File: config.mk
export PLATFORM = sky130hd
export DESIGN_NAME = ddblc_host
export DESIGN_NICKNAME = d
export VERILOG_FILES = /design/src/rtl/ddblc_pkg.sv /design/src/rtl/ddblc_host.sv
export SDC_FILE = /design/constraint.sdc
export NUM_CORES = 1
export LEC_CHECK = 0
export BUFFER_PORTS_ARGS = -buffer_cell sky130_fd_sc_hd__buf_2
export CORE_AREA = 3 3 75 60
export CTS_CLUSTER_DIAMETER = 150
export DETAILED_ROUTE_END_ITERATION = 10
export DIE_AREA = 0 0 78 63
export PLACE_DENSITY = 0.83
export SYNTH_ARGS = -nofsm -noshare
export SYNTH_HDL_FRONTEND = slang
export SYNTH_SLANG_ARGS = --single-unit
File: constraint.sdc
create_clock -name clk -period 3.15 [get_ports clk]
set_input_delay 0.4725 -clock clk [delete_from_list [all_inputs] [get_ports clk]]
set_output_delay 0.4725 -clock clk [all_outputs]
set_load 0.1 [all_outputs]
File: src/rtl/ddblc_pkg.sv
// Behaviour
// - raise enable before changing data
// - separate load cycle or delayed strobe
// - strobe on enables, address on select
// - byte enable low at least 60 ns
// - narrower strobes need longer setup, hold
// - 16-bit host may tie load low
// - 8-bit host writes two bytes, holds output
// - synchronous load rides second byte enable
// - separate load strobe low at least 70 ns
// - address line picks upper or lower byte; here separate upper and lower byte enables pick it
// - select strobe 70 ns, setup 60 ns
// - data held 20 ns after gated strobe
// - shared load signal updates many converters
package ddblc_pkg;
	localparam int CLK_PERIOD_NS = 20;
	localparam int BYTE_PULSE_NS = 60;
	localparam int LOAD_PULSE_NS = 70;
	localparam int SETUP_NS = 60;
	localparam int HOLD_NS = 20;
	// least times round up to whole cycles
	localparam int BYTE_CYC = (BYTE_PULSE_NS + CLK_PERIOD_NS - 1) / CLK_PERIOD_NS;
	localparam int LOAD_CYC = (LOAD_PULSE_NS + CLK_PERIOD_NS - 1) / CLK_PERIOD_NS;
	localparam int SETUP_CYC = (SETUP_NS + CLK_PERIOD_NS - 1) / CLK_PERIOD_NS;
	localparam int HOLD_CYC = (HOLD_NS + CLK_PERIOD_NS - 1) / CLK_PERIOD_NS;
	localparam logic [1:0] MODE_WORD = 2'h0;
	localparam logic [1:0] MODE_BYTE_SYNC = 2'h1;
	localparam logic [1:0] MODE_BYTE_LOAD = 2'h2;
	localparam logic [3:0] CNT_RST = 4'h0;
	localparam logic [15:0] DATA_RST = 16'h0000;

	typedef enum logic [4:0] {
		ST_IDLE = 5'b00001,
		ST_SETUP = 5'b00010,
		ST_STROBE = 5'b00100,
		ST_HOLD = 5'b01000,
		ST_GAP = 5'b10000
	} ddblc_state_e;

	typedef struct packed {
		logic select_n;
		logic upper_byte_enable_n;
		logic lower_byte_enable_n;
		logic dac_register_load_n;
	} ddblc_ctl_s;

	typedef struct packed {
		ddblc_state_e state;
		logic [1:0] phase;
		logic [3:0] cnt;
		logic [1:0] mode;
		logic [15:0] word;
		ddblc_ctl_s ctl;
		logic [15:0] data;
		logic busy;
		logic done;
	} ddblc_st_s;
endpackage

File: src/rtl/ddblc_host.sv
`timescale 1ns/1ps
module ddblc_host (
	input wire logic clk, // 50 MHz clock
	input wire logic srst, // synchronous reset, high
	input wire logic wr_req, // one-cycle write request
	input wire logic [15:0] wr_word, // offset-binary code
	input wire logic [1:0] wr_mode, // word, byte sync, byte+load
	output logic busy, // write in progress
	output logic done, // one-cycle completion pulse
	output logic select_n, // device select
	output logic upper_byte_enable_n, // upper byte strobe
	output logic lower_byte_enable_n, // lower byte strobe
	output logic dac_register_load_n, // converter register load
	output logic [15:0] data_out // data pins
);
	ddblc_pkg::ddblc_st_s s_r;
	ddblc_pkg::ddblc_st_s s_nxt;
	logic last_phase;
	logic [3:0] strobe_len;

	always_comb
	begin
		// phases: byte modes run two or three
		case (s_r.mode)
			ddblc_pkg::MODE_WORD: last_phase = 1'b1;
			ddblc_pkg::MODE_BYTE_SYNC: last_phase = s_r.phase == 2'h1;
			default: last_phase = s_r.phase == 2'h2;
		endcase
		if (s_r.phase == 2'h2)
			strobe_len = 4'(ddblc_pkg::LOAD_CYC);
		else
			strobe_len = 4'(ddblc_pkg::BYTE_CYC);
	end

	always_comb
	begin
		s_nxt = s_r;
		s_nxt.done = 1'b0;
		case (s_r.state)
			ddblc_pkg::ST_IDLE:
			begin
				if (wr_req)
				begin
					s_nxt.mode = wr_mode;
					s_nxt.word = wr_word;
					s_nxt.phase = 2'h0;
					s_nxt.busy = 1'b1;
					s_nxt.cnt = ddblc_pkg::CNT_RST;
					// address on select, data set up
					s_nxt.ctl.select_n = 1'b0;
					// close register, word mode may leave it open
					if (wr_mode != ddblc_pkg::MODE_WORD)
						s_nxt.ctl.dac_register_load_n = 1'b1;
					s_nxt.data = (wr_mode == ddblc_pkg::MODE_WORD) ? wr_word
						: {wr_word[7:0], wr_word[7:0]};
					s_nxt.state = ddblc_pkg::ST_SETUP;
				end
			end
			ddblc_pkg::ST_SETUP:
			begin
				// strobe only after data is valid
				if (s_r.cnt == 4'(ddblc_pkg::SETUP_CYC - 1))
				begin
					s_nxt.cnt = ddblc_pkg::CNT_RST;
					s_nxt.state = ddblc_pkg::ST_STROBE;
					if (s_r.mode == ddblc_pkg::MODE_WORD)
					begin
						s_nxt.ctl.upper_byte_enable_n = 1'b0;
						s_nxt.ctl.lower_byte_enable_n = 1'b0;
						s_nxt.ctl.dac_register_load_n = 1'b0;
					end
					else if (s_r.phase == 2'h0)
						s_nxt.ctl.lower_byte_enable_n = 1'b0;
					else if (s_r.phase == 2'h1)
					begin
						s_nxt.ctl.upper_byte_enable_n = 1'b0;
						if (s_r.mode == ddblc_pkg::MODE_BYTE_SYNC)
							s_nxt.ctl.dac_register_load_n = 1'b0;
					end
					else
						s_nxt.ctl.dac_register_load_n = 1'b0;
				end
				else
					s_nxt.cnt = s_r.cnt + 4'h1;
			end
			ddblc_pkg::ST_STROBE:
			begin
				if (s_r.cnt == strobe_len - 4'h1)
				begin
					s_nxt.cnt = ddblc_pkg::CNT_RST;
					s_nxt.state = ddblc_pkg::ST_HOLD;
					s_nxt.ctl.upper_byte_enable_n = 1'b1;
					s_nxt.ctl.lower_byte_enable_n = 1'b1;
					if (s_r.mode != ddblc_pkg::MODE_WORD)
						s_nxt.ctl.dac_register_load_n = 1'b1;
				end
				else
					s_nxt.cnt = s_r.cnt + 4'h1;
			end
			ddblc_pkg::ST_HOLD:
			begin
				if (s_r.cnt == 4'(ddblc_pkg::HOLD_CYC - 1))
				begin
					s_nxt.cnt = ddblc_pkg::CNT_RST;
					if (last_phase)
					begin
						s_nxt.ctl.select_n = 1'b1;
						s_nxt.busy = 1'b0;
						s_nxt.done = 1'b1;
						s_nxt.state = ddblc_pkg::ST_IDLE;
					end
					else
					begin
						s_nxt.phase = s_r.phase + 2'h1;
						if (s_r.phase == 2'h0)
							s_nxt.data = {s_r.word[15:8], s_r.word[15:8]};
						s_nxt.state = ddblc_pkg::ST_SETUP;
					end
				end
				else
					s_nxt.cnt = s_r.cnt + 4'h1;
			end
			default:
				s_nxt.state = ddblc_pkg::ST_IDLE;
		endcase
	end

	always_ff @(posedge clk)
	begin
		if (srst)
		begin
			s_r.state <= ddblc_pkg::ST_IDLE;
			s_r.phase <= 2'h0;
			s_r.cnt <= ddblc_pkg::CNT_RST;
			s_r.mode <= ddblc_pkg::MODE_WORD;
			s_r.word <= ddblc_pkg::DATA_RST;
			s_r.ctl <= 4'hF;
			s_r.data <= ddblc_pkg::DATA_RST;
			s_r.busy <= 1'b0;
			s_r.done <= 1'b0;
		end
		else
			s_r <= s_nxt;
	end

	assign busy = s_r.busy;
	assign done = s_r.done;
	assign select_n = s_r.ctl.select_n;
	assign upper_byte_enable_n = s_r.ctl.upper_byte_enable_n;
	assign lower_byte_enable_n = s_r.ctl.lower_byte_enable_n;
	// registered load, fan-out safe for several converters
	assign dac_register_load_n = s_r.ctl.dac_register_load_n;
	assign data_out = s_r.data;

	AST_BYTE_PULSE: assert property (@(posedge clk) disable iff (srst)
		$fell(lower_byte_enable_n) |-> !lower_byte_enable_n [*3])
		else $error("lower byte strobe too short");
	AST_LOAD_PULSE: assert property (@(posedge clk) disable iff (srst)
		$fell(dac_register_load_n) && upper_byte_enable_n
		&& lower_byte_enable_n |-> !dac_register_load_n [*4])
		else $error("load strobe too short");
	AST_DATA_STABLE: assert property (@(posedge clk) disable iff (srst)
		!upper_byte_enable_n || !lower_byte_enable_n |-> $stable(data_out))
		else $error("data moved while enabled");
	AST_HOLD: assert property (@(posedge clk) disable iff (srst)
		$rose(lower_byte_enable_n) |-> $stable(data_out))
		else $error("data changed in hold");
	AST_SELECT: assert property (@(posedge clk) disable iff (srst)
		!upper_byte_enable_n || !lower_byte_enable_n |-> !select_n)
		else $error("strobe without select");
	AST_SYNC: assert property (@(posedge clk) disable iff (srst)
		$fell(upper_byte_enable_n) && s_r.mode == ddblc_pkg::MODE_BYTE_SYNC
		|-> !dac_register_load_n)
		else $error("sync load missing");
	AST_DONE: assert property (@(posedge clk) disable iff (srst)
		$rose(busy) |-> ##[6:40] done)
		else $error("write never completed");
	AST_SETUP: assert property (@(posedge clk) disable iff (srst)
		$fell(lower_byte_enable_n) |-> !$past(select_n, 3))
		else $error("strobe without setup");
	AST_UPPER_PULSE: assert property (@(posedge clk) disable iff (srst)
		$fell(upper_byte_enable_n) |-> !upper_byte_enable_n [*3])
		else $error("upper byte strobe too short");
	AST_LOAD_OFF: assert property (@(posedge clk) disable iff (srst)
		!lower_byte_enable_n && s_r.mode != ddblc_pkg::MODE_WORD
		|-> dac_register_load_n)
		else $error("register open during low byte");
	AST_UP_HOLD: assert property (@(posedge clk) disable iff (srst)
		$rose(upper_byte_enable_n) |-> $stable(data_out))
		else $error("data changed in upper hold");
	AST_WORD_ALL: assert property (@(posedge clk) disable iff (srst)
		$fell(lower_byte_enable_n) && s_r.mode == ddblc_pkg::MODE_WORD
		|-> !upper_byte_enable_n && !dac_register_load_n)
		else $error("word strobes apart");
	AST_IDLE_SEL: assert property (@(posedge clk) disable iff (srst)
		!busy |-> select_n)
		else $error("select low while idle");
	AST_LOAD_SETUP: assert property (@(posedge clk) disable iff (srst)
		$fell(dac_register_load_n) |-> !$past(select_n, 3))
		else $error("load strobe without setup");
endmodule

==> impl_metrics.py <==
metrics = {
    "status": {
        "outcome": "completed",
    },
    "worst_setup_path": {
        "worstSetupPathType": "reg2reg",
        "worstPathRequired_ns": 3.30,
        "crit_fanout": 24,
        "worst_setup_path_end_kind": "register",
        "critPathArrivalTime_ns": 2.27,
        "cp-start-kind": "register",
    },
    "logic_synthesis": {
        "synth_warnings": 0,
        "synthCells": 250,
        "synth_top_flop_cell": "dfxtp_1",
        "ys_async_sr_fraction_pct": 0,
        "syn_area_um2": 2220,
        "synth_edf_count": 0,
        "synthesis.nets": 277,
        "ys_seq_area_share_pct": 37.9,
        "synth.distinct_cells": 43,
        "syn_avg_cell_area_um2": 8.87,
        "ys_seq_elements": 42,
    },
    "flow_run": {
        "maxCapViolCount": 0,
    },
    "clock_network": {
        "cts_tree": "done",
        "cts_max_level": 2,
        "clock_path_buffers": 2,
        "clk_latency_ns": 0.29,
        "cts-hold-fix-buffers": 0,
        "path_clk_slew_ns": 0.08,
        "post_cts_buffers": 0,
        "cts_resized": 0,
        "root_buffer": "clkbuf_8",
        "numClockSinks": 42,
        "cts_made_buffers": 5,
    },
    "timing": {
        "hold_viol": 0,
        "final-max-slew-violation-count": 0,
        "fmax_mhz": 472,
        "post-route-period-util_pct": 67.2,
        "finalSetupViolCount": 0,
        "period_needed_ns": 2.12,
        "skew_ns": 0.00893,
        "setup_tns_ns": 0,
        "whs_ns": 0.428,
        "rsz0062_at_grt": "false",
        "fin_ws_ns": 1.03,
        "slew_headroom_pct": 44.2,
        "tightest_slew_ns": 0.837,
    },
    "placement": {
        "gp_congestion": 0.861,
        "pre_cts_ws_ns": 1.04,
        "dpl_cell_area_um2": 2330,
        "dp_hpwl_mm": 3.25,
        "placed_cells": 321,
        "port_buffers": 42,
    },
    "detailed_routing": {
        "drt-initial-drc-count": 96,
        "drt_pre_antenna_iters": 4,
        "vias_per_cell": 5.53,
        "vias": 1814,
        "routed_wl_mm": 4.58,
        "route.detailed.drc": 0,
        "ant_nets": 0,
        "drt-wirelength-per-cell_um": 14.0,
    },
    "layout": {
        "fill_cells": 333,
        "antenna_cells": 0,
        "final_nets": 300,
        "regArea_um2": 841,
        "drive_gt1_share_pct": 24.5,
        "multi_input_area_um2": 1170,
        "layout.cells.most_common_list": "dfxtp_1, buf_2, nor2_1",
        "stdcell_count": 328,
        "final_area_um2": 2450,
        "fin_util_pct": 62.7,
        "syn2layout_area_growth_pct": 10.3,
    },
    "floorplanning": {
        "rows": 20,
        "die-height_um": 63,
        "initial_core_util_pct": 56.8,
        "die_w_um": 78,
        "core_um2": 3900,
        "top_level_ports": 43,
        "dieArea_um2": 4910,
    },
    "global_routing": {
        "grt_pass1_vias": 1590,
        "antenna_found_initial": 0,
        "grt_pass1_wl_mm": 7.45,
        "overflow": 0,
        "grt_max_degree": 43,
        "grt_usage_pct": 18.9,
    },
    "power_and_ir_drop": {
        "powerDensity_nw_per_um2": 596,
        "power_mw": 1.46,
        "ir_drop_mv": 0.335,
        "leakagePower_nw": 1.08,
    },
    "min_path": {
        "hold_path.class": "in2reg",
    },
}
per-layer routing:
layer | share of wire, % | wire [um] | GRT usage (%)
met5 | 0 | 0 | 0
met4 | 1.2 | 55 | 7.21
met3 | 5.9 | 271 | 3.46
met2 | 45 | 2060 | 28.7
met1 | 48 | 2200 | 26.4
cell type report:
cell class	count	share of cell area [%]
timing repair buffer	45	9.51
multi-input combinational	172	47.6
inverter	7	1.07
clock inverter	1	1.23
clock buffer	6	3.37
sequential	42	34.4
tap	55	2.81
synthesized netlist by cell type, types with 3 or more instances:
library cell,n,area [um^2]
nor3_1,3,15.0
dfxtp_1,42,841
a31oi_1,3,18.8
nand3_1,13,65.1
o21ai_1,3,15.0
o21ai_0,11,55.1
clkbuf_1,8,30.0
buf_4,16,120
inv_1,6,22.5
ha_1,6,75.1
nor2_1,41,154
a311oi_2,8,120
o211ai_1,3,22.5
mux2i_1,26,260
a21oi_1,10,50.1
nand2_1,17,63.8
a21o_1,3,22.5
report_power, final:
part           internal (mW)  switching (mW)
Combinational          0.110           0.317
Sequential             0.572          0.0286
Clock                  0.254           0.177
Total                  0.936           0.522
path summary, 6_finish.rpt:
kind,start,to,slack (ns),cells past startpoint
max,s_r[46],data_out[15],1.03,6
min,wr_word[10],s_r[32],0.43,3
max reg2reg,s_r[46],data_out[15],1.03,6
min reg2reg,busy,busy,0.47,2
flip-flops by register name (all words and copies together), names as in the netlist:
register             flops
lower_byte_enable_n      1
busy                     1
upper_byte_enable_n      1
data_out                16
done                     1
dac_register_load_n      1
s_r                     20
select_n                 1
logic make-up (layout without fill, tap and decap cells):
group                      Yosys count  count (layout)  share of synthesized area, %
AOI/OAI and AO/OA                   49              49                          16.8
xor gates and xnor gates             2               2                         0.790
adders and majority gates            6               6                          3.38
buffers and inverters               36              59                          9.53
DFF                                 42              42                          37.9
muxes                               27              27                          12.4
and+or+nand+nor                     88              88                          19.2
critical path, stage by stage (launching register included):
cell and delay [ns]:
dfxtp_1 0.49, or4b_4 0.55, mux2i_2 0.20, a21oi_2 0.11, buf_4 0.33, mux2i_1 0.24, nor2_1 0.06
Power figures use the tool's default switching activity.
